--- config.mk ---
export PLATFORM = sky130hd
export DESIGN_NAME = pfc_host
export DESIGN_NICKNAME = d
export VERILOG_FILES = /design/src/rtl/pfc_host.v /design/src/rtl/pfc_timer.v
export VERILOG_INCLUDE_DIRS = /design/src /design/src/rtl
export SDC_FILE = /design/constraint.sdc
export NUM_CORES = 1
export LEC_CHECK = 0
export BUFFER_PORTS_ARGS = -buffer_cell sky130_fd_sc_hd__buf_4
export CELL_PAD_IN_SITES_DETAIL_PLACEMENT = 1
export CELL_PAD_IN_SITES_GLOBAL_PLACEMENT = 2
export CORE_UTILIZATION = 28
export CTS_BUF_LIST = sky130_fd_sc_hd__clkbuf_4 sky130_fd_sc_hd__clkbuf_8
export DETAILED_ROUTE_END_ITERATION = 10
export PLACE_DENSITY_LB_ADDON = 0.1
export SLEW_MARGIN = 5
export SYNTH_ARGS = -nofsm -noshare
export SYNTH_HDL_FRONTEND = slang
export SYNTH_SLANG_ARGS = --single-unit
--- constraint.sdc ---
create_clock -name i_clock -period 2 [get_ports i_clock]
set_clock_uncertainty 0.15 [all_clocks]
set_input_delay 0.2 -clock i_clock [delete_from_list [all_inputs] [get_ports i_clock]]
set_output_delay 0.2 -clock i_clock [all_outputs]
set_load 0.01 [all_outputs]
--- src/rtl/pfc_defs.vh ---
// Constants for the parallel flash host controller
`ifndef PFC_DEFS_VH
`define PFC_DEFS_VH
// Bus timing figures in ns, clock period in ns
`define PFC_CLK_NS          100
`define PFC_ACCESS_NS       120
`define PFC_WRPULSE_NS      50
`define PFC_RESET_PULSE_NS  500
`define PFC_RESET_HIGH_NS   50
`define PFC_SLEEP_EXTRA_NS  30
// Derived cycle counts: least times round up
`define PFC_ACCESS_CYC      ((`PFC_ACCESS_NS + `PFC_CLK_NS - 1) / `PFC_CLK_NS)
`define PFC_WRPULSE_CYC     ((`PFC_WRPULSE_NS + `PFC_CLK_NS - 1) / `PFC_CLK_NS)
`define PFC_RESET_CYC       ((`PFC_RESET_PULSE_NS + `PFC_CLK_NS - 1) / `PFC_CLK_NS)
`define PFC_RESET_HIGH_CYC  ((`PFC_RESET_HIGH_NS + `PFC_CLK_NS - 1) / `PFC_CLK_NS)
// Request kinds
`define PFC_OP_READ         2'h0
`define PFC_OP_WRITE        2'h1
`define PFC_OP_RESET        2'h2
// Pin widths and phase timer width
`define PFC_ADDR_W          21
`define PFC_DATA_W          16
`define PFC_CNT_W           4
`endif

--- src/rtl/pfc_host.v ---
// Host controller that drives a parallel NOR flash through its pins
`include "pfc_defs.vh"
module pfc_host
(
  // Clock and reset
  input  wire        i_clock,
  input  wire        i_rst_n,
  // User request
  input  wire        i_req_valid,
  input  wire [1:0]  i_req_op,
  input  wire [21:0] i_req_addr,
  input  wire [15:0] i_req_wdata,
  input  wire        i_req_word,
  input  wire        i_req_accel,
  output wire        o_req_ready,
  // User answer
  output reg         o_rsp_valid,
  output reg  [15:0] o_rsp_rdata,
  output reg         o_restart_needed,
  // Flash control pins
  output reg         o_chip_sel_n,
  output reg         o_out_en_n,
  output reg         o_wr_en_n,
  output reg         o_reset_n,
  output reg         o_word_mode,
  output reg         o_accel_high,
  output reg  [20:0] o_addr,
  // Flash data pins
  input  wire [15:0] i_dq,
  output reg  [15:0] o_dq,
  output reg  [15:0] o_dq_oe_n,
  // Flash status
  input  wire        i_ready_busy_n
);
  localparam [2:0] ST_IDLE  = 3'h0;
  localparam [2:0] ST_RDACC = 3'h1;
  localparam [2:0] ST_WRSET = 3'h2;
  localparam [2:0] ST_WRPUL = 3'h3;
  localparam [2:0] ST_RSTLO = 3'h4;
  localparam [2:0] ST_RSTWT = 3'h5;
  localparam [2:0] ST_RSTHI = 3'h6;

  // Phase lengths kept wide here, cut to the timer width where loaded
  localparam [31:0] ACC_CYC  = `PFC_ACCESS_CYC;
  localparam [31:0] WRP_CYC  = `PFC_WRPULSE_CYC;
  localparam [31:0] RLO_CYC  = `PFC_RESET_CYC;
  localparam [31:0] RHI_CYC  = `PFC_RESET_HIGH_CYC;

  reg  [2:0]  state_q;
  reg  [2:0]  state_d;
  reg         tload;
  reg  [3:0]  tcount;
  reg         busy_at_reset_q;
  wire        tdone;

  // Phase timer kept apart so every timed phase shares one counter
  pfc_timer u_timer
  (
    .i_clock (i_clock),
    .i_rst_n (i_rst_n),
    .i_load  (tload),
    .i_count (tcount),
    .o_done  (tdone)
  );

  // Data drive pattern; in byte mode DQ15 carries the low address bit
  function [15:0] drive_mask;
    input word;
    begin
      drive_mask = word ? 16'hFFFF : 16'h80FF;
    end
  endfunction

  assign o_req_ready = (state_q == ST_IDLE);

  // Next state and phase timer loads
  always @*
  begin
    state_d = state_q;
    tload   = 1'b0;
    tcount  = 4'h0;
    case (state_q)
      ST_IDLE:
        if (i_req_valid)
        begin
          tload = 1'b1;
          case (i_req_op)
            `PFC_OP_READ:
            begin
              state_d = ST_RDACC;
              tcount  = ACC_CYC[3:0];
            end
            `PFC_OP_WRITE:
            begin
              state_d = ST_WRSET;
              tcount  = 4'h1;
            end
            default:
            begin
              state_d = ST_RSTLO;
              tcount  = RLO_CYC[3:0];
            end
          endcase
        end
      ST_RDACC:
        if (tdone)
          state_d = ST_IDLE;
      ST_WRSET:
      begin
        state_d = ST_WRPUL;
        tload   = 1'b1;
        tcount  = WRP_CYC[3:0];
      end
      ST_WRPUL:
        if (tdone)
          state_d = ST_IDLE;
      ST_RSTLO:
        if (tdone)
          state_d = ST_RSTWT;
      // Wait for the device to leave its busy state before lifting reset
      ST_RSTWT:
        if (i_ready_busy_n)
        begin
          state_d = ST_RSTHI;
          tload   = 1'b1;
          tcount  = RHI_CYC[3:0];
        end
      ST_RSTHI:
        if (tdone)
          state_d = ST_IDLE;
      default:
        state_d = ST_IDLE;
    endcase
  end

  // Pin drive and answer registers
  always @(posedge i_clock)
  begin
    if (!i_rst_n)
    begin
      state_q          <= ST_IDLE;
      o_chip_sel_n     <= 1'b1;
      o_out_en_n       <= 1'b1;
      o_wr_en_n        <= 1'b1;
      o_reset_n        <= 1'b1;
      o_word_mode      <= 1'b1;
      o_accel_high     <= 1'b0;
      o_addr           <= 21'h00000;
      o_dq             <= 16'h0000;
      o_dq_oe_n        <= 16'hFFFF;
      o_rsp_valid      <= 1'b0;
      o_rsp_rdata      <= 16'h0000;
      o_restart_needed <= 1'b0;
      busy_at_reset_q  <= 1'b0;
    end
    else
    begin
      state_q     <= state_d;
      o_rsp_valid <= 1'b0;
      case (state_q)
        ST_IDLE:
        begin
          // Bus parked: deselected and floated, device drops to standby
          o_chip_sel_n <= 1'b1;
          o_out_en_n   <= 1'b1;
          o_wr_en_n    <= 1'b1;
          o_dq_oe_n    <= 16'hFFFF;
          o_accel_high <= 1'b0;
          if (i_req_valid)
          begin
            o_word_mode <= i_req_word;
            o_addr      <= i_req_word ? i_req_addr[20:0] : i_req_addr[21:1];
            o_dq        <= i_req_word ? i_req_wdata : {i_req_addr[0], 7'h00, i_req_wdata[7:0]};
            if (i_req_op == `PFC_OP_READ)
            begin
              o_chip_sel_n <= 1'b0;
              o_out_en_n   <= 1'b0;
              o_dq_oe_n    <= i_req_word ? 16'hFFFF : 16'h7FFF;
            end
            else if (i_req_op == `PFC_OP_WRITE)
            begin
              // Address and data set up one cycle ahead of write enable
              o_chip_sel_n <= 1'b0;
              o_dq_oe_n    <= ~drive_mask(i_req_word);
              o_accel_high <= i_req_accel;
            end
            else
            begin
              busy_at_reset_q <= ~i_ready_busy_n;
              o_reset_n       <= 1'b0;
            end
          end
        end
        ST_RDACC:
          if (tdone)
          begin
            // Sample once access time has passed; sleep keeps data held
            o_rsp_valid  <= 1'b1;
            o_rsp_rdata  <= o_word_mode ? i_dq : {8'h00, i_dq[7:0]};
            o_chip_sel_n <= 1'b1;
            o_out_en_n   <= 1'b1;
          end
        ST_WRSET:
          o_wr_en_n <= 1'b0;
        ST_WRPUL:
          if (tdone)
          begin
            // Release: device latches data on rising edge, may run on deselected
            o_wr_en_n    <= 1'b1;
            o_chip_sel_n <= 1'b1;
            o_rsp_valid  <= 1'b1;
          end
        ST_RSTHI:
          if (tdone)
          begin
            o_rsp_valid      <= 1'b1;
            o_restart_needed <= busy_at_reset_q;
          end
        default:
          if (state_q == ST_RSTWT && i_ready_busy_n)
            o_reset_n <= 1'b1;
      endcase
    end
  end
endmodule

--- src/rtl/pfc_timer.v ---
// Down counter that times one phase of a flash bus cycle
module pfc_timer
(
  // Clock and reset
  input  wire        i_clock,
  input  wire        i_rst_n,
  // Control
  input  wire        i_load,
  input  wire [3:0]  i_count,
  // Status
  output wire        o_done
);
  reg [3:0] cnt_q;

  // Load wins over counting so a phase starts clean
  always @(posedge i_clock)
  begin
    if (!i_rst_n)
      cnt_q <= 4'h0;
    else if (i_load)
      cnt_q <= i_count;
    else if (cnt_q != 4'h0)
      cnt_q <= cnt_q - 4'h1;
  end

  assign o_done = (cnt_q == 4'h0) && !i_load;
endmodule

Word-level counts from Yosys, hierarchy flattened
Index checks and enable logic that the tools add are counted.
{ "totals": {"ramBits": 0, "n_memories": 0, "latchBits": 0, "in_bits": 62, "rom_bits": 0, "reg_bits": 85} }
{ "classes": {"bitwise": 5, "n_mux": 41, "reduce_logical": 25, "add_sub_neg": 1, "div_mod_pow": 0, "shift": 0, "n_mul": 0, "order_cmp": 0, "n_eq_ne": 16} }
{ "op_table": {"columns": ["op", "n"], "rows": [
  ["2-to-1 mux 16 bit", 6],
  ["2-to-1 mux 21 bit", 1],
  ["2-to-1 mux 1 bit", 17],
  ["NOT 16 bit", 1],
  ["2-to-1 mux 15 bit", 1],
  ["2-to-1 mux 3 bit", 5],
  ["case mux 3 bit (5 select lines)", 1],
  ["inequality test 2 bit, second input constant", 7],
  ["AND reduction 2 bit", 7],
  ["case mux 3 bit (2 select lines)", 2],
  ["== test 3 bit, second input constant", 3],
  ["case mux 3 bit (3 select lines)", 1],
  ["2-to-1 mux 4 bit", 2],
  ["AND reduction 4 bit", 2],
  ["nonzero test 2 bit", 4],
  ["== test 3 x 2 -> 1 bit, second input constant", 2],
  ["case mux 1 bit (2 select lines)", 3],
  ["case mux 1 bit (3 select lines)", 2],
  ["AND reduction 5 bit", 1],
  ["logical NOT 4 bit", 1],
  ["inequality test 2 x 1 -> 1 bit, second input constant", 2],
  ["NOT 1 bit", 4],
  ["nonzero test 4 bit", 1],
  ["OR reduction 4 bit", 1],
  ["other kinds (10)", 11]
]} }

Longest topological paths before layout
Gate-level depths: netlist (run 1).
{ "logic_depth": {"depth_word": 6, "mapped_depth": 9} }

Modules after synthesis
From an unflattened synthesis (run 1), not the netlist that was laid out.
{ "unflattened": {"hier_cells": 368, "hier_area_um2": 3141.8} }
{ "by_module_without_submodules": {"columns": ["module", "seq_area_each_um2", "area_per_inst_um2", "cells_each", "instances"], "rows": [
  ["pfc_host", 1361.3, 2904.0, 342, 1],
  ["pfc_timer", 80.1, 237.7, 26, 1]
]} }

Least setup slack after synthesis (run 1)
Ideal clock, no wire load.
{ "synth_timing": {"path_kind": "reg2reg", "startpoint": "register state_q[2]", "endpoint": "register o_addr[10]", "setup_ns": 0.146, "arrival_ns": 1.497, "stages_incl_launch_ff": 9, "synth_period_minus_slack_ns": 1.793, "required_time_ns": 1.704, "setup_slack_ns": 0.207, "cell_sequence": "dfxtp_1 > buf_6 > or3_1 > buf_6 > clkinv_4 > and2_4 > buf_12 > buf_4 > a211oi_2"} }
{ "synth_between": {"elab_chain_len": 2} }
{ "synth_lines": {"columns": ["item", "line", "rtl"], "rows": [
  ["start: declaration", "pfc_host.v:49", "reg [2:0] state_q;"],
  ["start signal: assignment", "pfc_host.v:158", "state_q <= state_d;"],
  ["logical NOT 3 bit", null, null],
  ["via o_req_ready", "pfc_host.v:15", "output wire o_req_ready,"],
  ["AND reduction 2 bit (no source line)", null, null],
  ["end signal: assignment", "pfc_host.v:172", "o_addr <= i_req_word ? i_req_addr[20:0] : i_req_addr[21:1];"],
  ["end: declaration", "pfc_host.v:27", "output reg [20:0] o_addr,"]
]} }
The timed path passes the listed nets, and every way through them passes these cells.
A chain may end at the register's enable or synchronous reset.

Worst setup path in the final report (run 1)
{ "layout_timing": {"startpoint": "register state_q[2]", "endpoint": "output port o_req_ready"} }
{ "layout_between": {"elab_chain_len": 1} }
{ "layout_lines": {"columns": ["item", "line", "rtl"], "rows": [
  ["logical NOT 3 bit", "pfc_host.v:74", "assign o_req_ready = (state_q == ST_IDLE);"],
  ["end: declaration", "pfc_host.v:15", null]
]} }
Every way passes these cells.

==> reports/qor.yml, run 1 <==
power:
  p_switching_mw: 2.00
  power_frac_comb: 0.435
  seqPwrFrac: 0.358
  p_leak_nw: 2.14
  p_int_mw: 3.44
  power.share.switching: 0.367
  p_per_area_mw_per_mm2: 1110
  irDropWorstVdd_uv: 428
  clkPwrFrac: 0.207
grt:
  grt_overflow: 0
  grt_max_degree: 34
  antenna_found_initial: 0
  gr-usage-all-layers: 0.164
  grt_pass1_vias: 3207
  grt_pass1_wl_um: 16000
finish:
  drive_above_1_share: 0.371
  nNetsFinal: 587
  area_growth_pct: 48.3
  diodes: 0
drt:
  first_pass_iters: 4
  vias: 3156
  wirelength_um: 9960
  wl_per_cell_um: 14.8
  viasPerCell: 4.70
  ant_nets: 0
  drt-initial-drc-count: 71
  route.detailed.drc: 0
die:
  ioPinCount: 140
  die_y_um: 111
  start_util: 0.289
  coreArea_mm2: 0.0115
  die_area_mm2: 0.0123
  die_x_um: 111
  rows: 39
sta:
  timing.final.hold_violations: 0
  finalSetupViolations: 0
  rsz0062_at_grt: "no"
  drv_slew: 0
  slew_headroom: 0.677
  whs_ns: 0.0739
  fin_setup_tns_ns: 0
  min_period_ns: 1.89
  timing.fmax_mhz: 528
  min_period_over_period: 0.947
  worst_slew_pin_slew_ns: 0.484
synthesis:
  synth.mux.area_fraction: 0.0725
  synth_fa_ha_area_frac: 0.00755
  ys_seq_area_frac: 0.435
  synth_simple_gate_area_frac: 0.180
  synth_area_leaders: "dfxtp_1 (43%), a211oi_2 (7.9%), mux2i_1 (7.2%), nand2_1 (5.4%), nand3_1 (3.9%)"
  synth_ff_type: "dfxtp_1"
  synth_compound_area_frac: 0.199
  ys_types: 51
  synth_top_family_by_area: "compound AO/OA/AOI/OAI gates"
  synth-seq-cells: 72
  yosys.area.top_type: "dfxtp_1"
  synth_edf_count: 0
  synth_area_mm2: 0.00331
  synth_nets: 430
  synth_cells: 366
  avgSynthCellArea_um2: 9.06
  async_flop_share: 0
  synth_top_area_frac: 0.435
  synth_xor_area_frac: 0.00793
  yosysWarnings: 0
clocking:
  clock_tree.root_cell: "clkbuf_8"
  cts_setup_buffers: 0
  clockBufferDepth: 2
  clock-sinks: 72
  clkTransAtPathRegs_ns: 0.07
  cts_hold_buf: 35
  post_cts_resized: 0
  cts_tree: "built"
  cts_max_level: 3
  clkLatencyLatePin_ns: 0.34
  cts_buffers: 9
placement:
  dp_hpwl_um: 7080
  gp_congestion: 0.804
  numPortBuffers: 139
critical_path:
  path_cells: "or3_1, clkinv_4, buf_4, buf_4"
  critPathLaunchType: "flip-flop"
  path_buf_inv: 3
  crit_path_top_delay_cell: "or3_1"
  crit_arrival_ns: 1.54
  critical_path_required_ns: 1.65
  crit_path_end_kind: "output pin"
  cp_max_fo: 8
  crit_path_max_incr_delay_ns: 0.48
  setup.worst_path.class: "flip-flop to output pin"
  crit_path_frequent_cell: "buf_4"
  cpLargestDelayFamily: "simple AND/OR/NAND/NOR gates"
status:
  status: "complete, no violations"
job:
  drv_cap: 0
min_path:
  hold_path.class: "input pin to flip-flop"
power groups by stage:
stage | logic (mW) | registers (mW) | clock network, mW
6_report | 2.37 | 1.95 | 1.13
5_1_grt | 2.58 | 2.00 | 1.25
4_1_cts | 2.40 | 1.96 | 1.19
3_5_place_dp | 2.34 | 1.99 | 0
3_3_place_gp | 2.32 | 1.97 | 0
2_1_floorplan | 1.47 | 2.04 | 0
Yosys cell counts (3+ instances only):
master / number
nor2_1: 31
a211oi_2: 21
or3_1: 3
buf_8: 3
buf_2: 3
nor3_1: 7
xnor2_1: 3
nand3_1: 26
nand2_1: 48
clkbuf_1: 15
mux2i_1: 24
a21oi_1: 23
o21ai_0: 22
dfxtp_1: 72
buf_6: 4
buf_4: 14
inv_1: 5
registers in the layout, indices dropped and copies added, names as in the netlist, 3 cells and up:
| signal | count |
|---|---|
| o_addr | 21 |
| o_dq | 16 |
| o_dq_oe_n | 3 |
| o_rsp_rdata | 16 |
| state_q | 3 |
| u_timer.cnt_q | 4 |
worst register-to-register path, stage by stage (launching register included):
cell	delay, ns
dfxtp_1	0.46
buf_4	0.22
nor4bb_1	0.36
a21o_1	0.17
a2111oi_0	0.07
a311o_1	0.32
worst paths after layout:
kind | start | end | slack (ns) | depth (start not counted)
max | state_q[2]$_SDFFE_PN0P_ | o_req_ready | 0.11 | 4
max reg2reg | state_q[2]$_SDFFE_PN0P_ | state_q[0]$_SDFFE_PN0P_ | 0.14 | 5
min | i_req_addr[1] | o_addr[0]$_SDFFE_PN0N_ | 0.07 | 3
min reg2reg | o_dq[5]$_SDFFE_PN0N_ | o_dq[5]$_SDFFE_PN0N_ | 0.31 | 2
stage by stage:
stage          cells  cell area, um^2  worst slack, ns  power (mW)   util
2_1_floorplan    366             3310            0.207        3.51      -
3_3_place_gp     620             4370            0.172        4.29  0.381
3_5_place_dp     620             4370            0.169        4.33  0.381
4_1_cts          671             4920           0.0766        5.55  0.429
5_1_grt          671             4920           0.0142        5.83  0.429
6_report         671             4920            0.105        5.45  0.429
logic make-up (layout without fill, tap and decap cells):
group,after synthesis,in the layout
AOI/OAI and AO/OA,86,86
xor gates and xnor gates,3,3
buffers and inverters,49,211
muxes,24,24
adders and majority gates,2,2
and+or+nand+nor,130,130
DFF,72,72
routing by layer:
layer | part of all wire | up-vias | global-route usage
li1 | - | 1578 | -
met1 | 0.46 | 1487 | 0.204
met2 | 0.47 | 81 | 0.265
met3 | 0.054 | 10 | 0.0492
met4 | 0.014 | 0 | 0.0613
met5 | 0 | - | 0
layout make-up:
class                   instances  area, um^2
fillers                      1346        6550
multi-input cells             245        1550
repair buffers                188        1520
flip-flops and latches         72        1440
clock buffers                  14         180
well taps                     143         179
inverters                       7        31.3
clock inverters                 2        12.5
layout by cell type, fill, tap and decap left out, drive strengths merged, types with 3 or more instances in the layout:
cell type | netlist | routed
nor3b | 3 | 3
a21oi | 23 | 23
buf | 27 | 153
o21ai | 22 | 22
nor2 | 31 | 31
mux2i | 24 | 24
dfxtp | 72 | 72
or3 | 3 | 3
dlygate4sd3 | 0 | 35
a211oi | 23 | 23
nor3 | 7 | 7
inv | 5 | 5
xnor2 | 3 | 3
nand2 | 48 | 48
nand3 | 26 | 26
clkbuf | 15 | 14
clkinv | 2 | 3
(Power assumes the default switching activity.)
==> run 2, diff against run 1 <==
CORE_UTILIZATION = 25   (was 28)
clock period = 1.6 ns   (was 2 ns; I/O delays follow)
==> run 2 against run 1 <==
Compared with the run above: the run now ends with setup timing left; cell count up 12%; combinational power increased by 91%; first-iteration DRC count increased by 92%; power grew 60%; core utilization rose by 2.6 points; die area is 12% higher; critical path depth rose by 2; clock-buffer cell count is the same; largest cell class is now buffers; highest routed layer unchanged.
==> reports/qor.yml, run 2 (same netlist as run 1, synthesis figures left out) <==
sta:
  fin_setup_tns_ns: -5.44  # -5.44 ns
  slew_headroom: 0.723  # +0.0453
  min_period_over_period: 1.08
  setup_ws_ns: -0.124  # -0.229 ns
  min_period_ns: 1.72
  rsz0062_at_grt: "yes"
  timing.fmax_mhz: 580
  drv_slew: 0  # unchanged
  worst_slew_pin_slew_ns: 0.416  # -0.0680 ns
  finalSetupViolations: 64  # +64
  timing.final.hold_violations: 0  # unchanged
die:
  die_x_um: 117  # +5.7%
  rows: 41  # +5.1%
  die_y_um: 117  # +5.7%
  start_util: 0.259  # -0.0296
  coreArea_mm2: 0.0128  # +11%
  die_area_mm2: 0.0137  # +12%
  ioPinCount: 140  # unchanged
power:
  seqPwrFrac: 0.282  # -0.076
  p_int_mw: 5.73  # +66%
  power_frac_comb: 0.518  # +0.083
  total_power_mw: 8.74  # +60%
  irDropWorstVdd_uv: 669  # +56%
  p_per_area_mw_per_mm2: 1500  # +36%
  power.share.switching: 0.344  # -0.0232
  p_switching_mw: 3.01  # +50%
  clkPwrFrac: 0.200  # -0.007
  p_leak_nw: 2.54  # +19%
drt:
  ant_nets: 0  # unchanged
  drt-initial-drc-count: 136  # +92%
  vias: 3450  # +9.3%
  viasPerCell: 4.58  # -2.6%
  wl_per_cell_um: 15.7  # +6.1%
  wirelength_um: 11900  # +19%
  first_pass_iters: 4  # unchanged
  route.detailed.drc: 0  # unchanged
min_path:
  hold_path.startpoint: "i_req_addr[5]"
  hold_path.class: "input pin to flip-flop"
  min_to: "o_addr[4]$_SDFFE_PN0N_"
  whs_path_depth: 3  # unchanged
grt:
  grt_pass1_wl_um: 17500  # +8.9%
  grt_max_degree: 38  # +12%
  gr-usage-all-layers: 0.169  # +0.00508
  grt_overflow: 0  # unchanged
  grt_pass1_vias: 3480  # +8.5%
  antenna_found_initial: 0  # unchanged
critical_path:
  critical_path_required_ns: 1.75  # +0.10 ns
  r2r-end: "o_rsp_rdata[6]$_SDFFE_PN0P_"
  r2r_setup_slack_ns: -0.12  # -0.26 ns
  crit_arrival_ns: 1.87  # +0.33 ns
  cp_max_fo: 8  # unchanged
  critPathLaunchType: "flip-flop"
  crit_path_end_kind: "flip-flop"
  r2r_start: "state_q[2]$_SDFFE_PN0P_"
  rr_worst_depth: 6  # +1
  setup.worst_path.class: "flip-flop to flip-flop"
clocking:
  cts_max_level: 3  # unchanged
  clock_tree.root_cell: "clkbuf_8"
  clkTransAtPathRegs_ns: 0.08  # about the same
  cts_buffers: 9  # unchanged
  clockBufferDepth: 2  # unchanged
  cts_tree: "built"
  clkLatencyLatePin_ns: 0.36  # +0.02 ns
  clock-sinks: 72  # unchanged
finish:
  mostFrequentLayoutCell: "buf_4"
  final_cell_mix: "buf_4 (179), dfxtp_1 (67), nand2_1 (46), dlygate4sd3_1 (38), nor2_1 (27)"
  nNetsFinal: 640  # +9.0%
  drive_above_1_share: 0.475  # +0.104
  final_util: 0.455  # +0.0260
  largest-register: "o_addr"
  diodes: 0  # unchanged
  largest_register_ff_count: 21  # unchanged
  top_regs: "o_addr: 21 flops, o_dq: 16 flops, o_rsp_rdata: 16 flops"
  area_growth_pct: 75.2
  final_cells: 753  # +12%
placement:
  gp_congestion: 0.766  # -4.8%
  dp_hpwl_um: 7770  # +9.8%
  dp_cells: 676  # +9.0%
  numPortBuffers: 139  # unchanged
job:
  drv_cap: 0  # unchanged
status:
  status: "finished, violations left"
  failed_checks: "setup timing"
## run 2: changes by cell type in the layout (fill, tap and decap cells not counted), sizes merged
cell	change
buf	+46
dlygate4sd3	+3
bufinv	+2
clkinvlp	-1
clkinv	-1
clkbuf	+4
## run 2: what timing repair did
item | 4_1_cts | 5_1_grt
hold endpoints to repair | 39 | 0
hold buffers | 38 | 0
setup buffers | 15 | 3
gates cloned | 2 | 4
resized for setup | 27 | 14
endpoints found under the setup margin | 69 | 67
pin swaps | 5 | 7
## run 2: worst max-delay path, cell delays in order (launching register included)
cell	delay, ns
dfxtp_4	0.36
or2_4	0.27
buf_4	0.15
o2111ai_4	0.33
clkbuf_16	0.24
nand3_1	0.07
o21ai_1	0.07
## run 2: stage by stage
step / setup slack (ns) / hold slack, ns / instance area (um^2)
after detailed placement: -0.225 / 0.263 / 4730
final: -0.124 / 0.0263 / 5810
after global placement: -0.153 / 0.252 / 4730
after CTS: -0.133 / 0.000973 / 5640
after floorplan: -0.122 / 0.120 / 3390
after global routing: -0.201 / 0.0115 / 5810
## run 2: worst max path at each step
stage / from / to / slack (ns) / cells past startpoint
after floorplan: state_q[2]$_SDFFE_PN0P_ / o_addr[10]$_SDFFE_PN0N_ / -0.12 / 8
after global placement: state_q[2]$_SDFFE_PN0P_ / o_dq_oe_n[14]$_SDFFE_PN1N_ / -0.15 / 5
after detailed placement: state_q[2]$_SDFFE_PN0P_ / o_addr[9]$_SDFFE_PN0N_ / -0.23 / 6
after CTS: state_q[2]$_SDFFE_PN0P_ / o_req_ready / -0.13 / 4
after global routing: u_timer.cnt_q[1]$_SDFFE_PN0N_ / o_rsp_rdata[0]$_SDFFE_PN0P_ / -0.20 / 8
final: state_q[2]$_SDFFE_PN0P_ / o_rsp_rdata[6]$_SDFFE_PN0P_ / -0.12 / 6
## run 2: power groups by stage
stage                     clock network, mW  registers [mW]  logic [mW]
final                                  1.75            2.46        4.53
after global routing                   1.89            2.51        4.88
after CTS                              1.83            2.45        4.26
after detailed placement                  0            2.49        3.49
after global placement                    0            2.47        3.44
after floorplan                           0            2.57        1.93
## run 2: area by class of cell
class / count / area (um^2)
clock buffer: 14 / 180
clock inverter: 2 / 60.1
fill: 1424 / 6970
inverter: 7 / 31.3
multi-input combinational: 245 / 1700
sequential: 72 / 1450
tap: 172 / 215
timing repair buffer: 241 / 2170
## run 2: per-layer routing
| metal | vias to the layer above | GRT usage | wire [um] |
|---|---|---|---|
| met1 | 1650 | 0.196 | 5050 |
| met2 | 91 | 0.293 | 6030 |
| li1 | 1695 | - | - |
| met4 | 0 | 0.0700 | 182 |
| met3 | 14 | 0.0458 | 600 |
| met5 | - | 0 | 0 |
==> run 3, diff against run 2 <==
CELL_PAD_IN_SITES_DETAIL_PLACEMENT = 0   (was 1)
CELL_PAD_IN_SITES_GLOBAL_PLACEMENT = 1   (was 2)
CORE_UTILIZATION = 31   (was 25)
SYNTH_HIERARCHICAL = 1   (was unset)
==> run 3 against run 2 <==
Compared with the run above: the flow still finishes with violations (setup timing); sequential share of layout area is 1.5 points lower; synthesized area is 5.2% lower; sequential power is 8.1% lower; critical endpoint is now o_rsp_rdata[13]$_SDFFE_PN0P_.
==> reports/qor.yml, run 3 <==
die:
  rows: 36  # -12%
  coreArea_mm2: 0.00982  # -23%
  die_y_um: 103  # -12%
  die_area_mm2: 0.0105  # -23%
  die_x_um: 103  # -12%
  ioPinCount: 140  # unchanged
  start_util: 0.320  # +0.0605
drt:
  route.detailed.drc: 0  # unchanged
  wl_per_cell_um: 14.7  # -6.6%
  wirelength_um: 10400  # -12%
  ant_nets: 0  # unchanged
  viasPerCell: 4.71  # +2.7%
  first_pass_iters: 4  # unchanged
  drt-initial-drc-count: 43  # -68%
  vias: 3341  # -3.2%
sta:
  min_period_ns: 1.91  # +0.183 ns
  setup_ws_ns: -0.307  # -0.183 ns
  drv_slew: 0  # unchanged
  timing.fmax_mhz: 524  # -9.6%
  fin_setup_tns_ns: -11.30  # -5.86 ns
  min_period_over_period: 1.19  # +0.114
  whs_ns: 0.0250  # -0.00126 ns
  finalSetupViolations: 69  # +7.8%
  slew_headroom: 0.614  # -0.109
  rsz0062_at_grt: "yes"
  timing.final.hold_violations: 0  # unchanged
  worst_slew_pin_slew_ns: 0.579  # +0.163 ns
finish:
  diodes: 0  # unchanged
  area_growth_pct: 96.6
  largest-register: "o_addr"
  mostFrequentLayoutCell: "buf_4"
  largest_register_ff_count: 21  # unchanged
  nNetsFinal: 637  # -0.47%
  drive_above_1_share: 0.610  # +0.135
  top_regs: "o_addr: 21 flops, o_dq: 16 flops, o_rsp_rdata: 16 flops"
  final_cells: 710  # -5.7%
  final_cell_mix: "buf_4 (165), dfxtp_1 (65), dlygate4sd3_1 (35), a21oi_2 (27), nand2_1 (26)"
synthesis:
  synth.most_common_cell: "dfxtp_1"
  synth-seq-cells: 72  # unchanged
  synth_area_leaders: "dfxtp_1 (46%), mux2i_1 (7.3%), nand2_1 (6.8%), a21oi_1 (6.1%), a211oi_1 (5.5%)"
  avgSynthCellArea_um2: 8.54  # -5.7%
  ys_types: 44  # -14%
  synth_area_mm2: 0.00314  # -5.2%
  yosysWarnings: 6  # +6
  synth_cells: 368  # +0.55%
  yosys.area.top_type: "dfxtp_1"
  synth_ff_type: "dfxtp_1"
  ys_top_cells_by_count: "dfxtp_1 (72), nand2_1 (57), a21oi_1 (38)"
  synth_top_area_frac: 0.459  # +0.0239
  async_flop_share: 0  # unchanged
  synth_nets: 432  # +0.47%
  synth_edf_count: 0  # unchanged
  ys_seq_area_frac: 0.459  # +0.0239
placement:
  dp_cells: 630  # -6.8%
  gp_congestion: 0.829  # +8.3%
  dp_hpwl_um: 6190  # -20%
  numPortBuffers: 139  # unchanged
  pre_cts_ws_ns: -0.372  # -0.147 ns
power:
  total_power_mw: 7.14  # -18%
  p_switching_mw: 2.40  # -20%
  clkPwrFrac: 0.201  # about the same
  seqPwrFrac: 0.316  # +0.034
  power_frac_comb: 0.483  # -0.035
  p_int_mw: 4.74  # -17%
  power.share.switching: 0.336  # -0.00805
  p_leak_nw: 2.66  # +5.0%
  p_per_area_mw_per_mm2: 1160  # -23%
  irDropWorstVdd_uv: 584  # -13%
critical_path:
  setup.worst_path.class: "flip-flop to flip-flop"
  crit_path_top_delay_cell: "dfxtp_2"
  crit_path_max_incr_delay_ns: 0.35  # about the same
  cp_max_fo: 4  # -4
  critPathLaunchType: "flip-flop"
  critical_path_required_ns: 1.73  # -0.02 ns
  crit_path_end_kind: "flip-flop"
  rr_worst_depth: 9  # +3
  crit_path_frequent_cell: "nand3_2"
  crit_arrival_ns: 2.03  # +0.16 ns
  path_cells: "and2b_1, nand3_2, o31ai_4, nor2b_4, buf_6, and3b_2, clkbuf_16, nand3_2, a21oi_2"
min_path:
  hold_path.class: "input pin to flip-flop"
  whs_path_depth: 3  # unchanged
clocking:
  cts_tree: "built"
  clock_tree.root_cell: "clkbuf_8"
  clkTransAtPathRegs_ns: 0.08  # about the same
  clock-sinks: 72  # unchanged
  cts_buffers: 9  # unchanged
  cts_max_level: 3  # unchanged
  clockBufferDepth: 2  # unchanged
  clkLatencyLatePin_ns: 0.34  # -0.02 ns
grt:
  antenna_found_initial: 0  # unchanged
  grt_overflow: 0  # unchanged
  grt_pass1_wl_um: 15600  # -10%
  grt_pass1_vias: 3139  # -9.8%
  gr-usage-all-layers: 0.193  # +0.0239
  grt_max_degree: 37  # -2.6%
status:
  failed_checks: "setup timing"
  status: "finished, violations left"
job:
  drv_cap: 0  # unchanged
==> run 3: final cells by class <==
type / instances / area (um^2)
clock buffer: 10 / 131
inverter: 6 / 25.0
clock inverter: 5 / 58.8
sequential: 72 / 1450
tap: 133 / 166
timing repair buffer: 235 / 2210
multi-input combinational: 249 / 2130
fill: 847 / 3640
==> run 3: path summary, 6_finish.rpt <==
kind                          startpoint                      endpoint  slack (ns)
max              state_q[1]$_SDFFE_PN0P_  o_rsp_rdata[13]$_SDFFE_PN0P_       -0.31
min                       i_req_addr[13]       o_addr[12]$_SDFFE_PN0P_        0.03
max reg2reg      state_q[1]$_SDFFE_PN0P_  o_rsp_rdata[13]$_SDFFE_PN0P_       -0.31
min reg2reg  o_rsp_rdata[9]$_SDFFE_PN0P_   o_rsp_rdata[9]$_SDFFE_PN0P_        0.31
==> run 3: cells by family (layout without fill, tap and decap cells) <==
| family | after synthesis | after routing | share of synthesized area |
|---|---|---|---|
| and+or+nand+nor | 134 | 134 | 0.201 |
| AOI/OAI and AO/OA | 85 | 85 | 0.167 |
| DFF | 72 | 72 | 0.459 |
| buffers and inverters | 47 | 256 | 0.0785 |
| muxes | 24 | 24 | 0.0769 |
| xor gates and xnor gates | 3 | 3 | 0.00836 |
| adders and majority gates | 2 | 2 | 0.00796 |
| other | 1 | 1 | 0.00119 |
==> run 3: power by group through the flow <==
| stage | logic [mW] | registers, mW | clock network, mW |
|---|---|---|---|
| after floorplan | 1.10 | 2.30 | 0 |
| after CTS | 3.04 | 2.24 | 1.48 |
| after global placement | 2.08 | 2.23 | 0 |
| after detailed placement | 2.11 | 2.23 | 0 |
| final | 3.45 | 2.26 | 1.43 |
| after global routing | 3.71 | 2.29 | 1.53 |
==> run 3: per-stage QoR <==
step / area [um^2] / utilization
floorplan: 3240 / -
global placement: 4470 / 0.456
detailed placement: 4470 / 0.456
CTS: 5750 / 0.585
global route: 6180 / 0.629
finish: 6180 / 0.629
==> run 3: timing repair <==
item	in CTS	in global routing
hold buffers	35	0
pin swaps	62	45
resized for setup	108	86
cloned	8	2
setup endpoints to repair	71	70
endpoints found under the hold margin	34	0
setup buffers	14	12
==> run 3: worst max-delay path: cells and delay by family, from the launching register on <==
family / cells / cell delay, ns
simple gates: 5 / 0.81
flops: 1 / 0.35
buf+inv: 2 / 0.28
compound gates: 2 / 0.22
==> run 3: metal layers <==
layer  track usage  routed length [um]
met5             0                   0
met4        0.0549                 107
met2         0.340                5470
met1         0.227                4300
met3        0.0536                 566
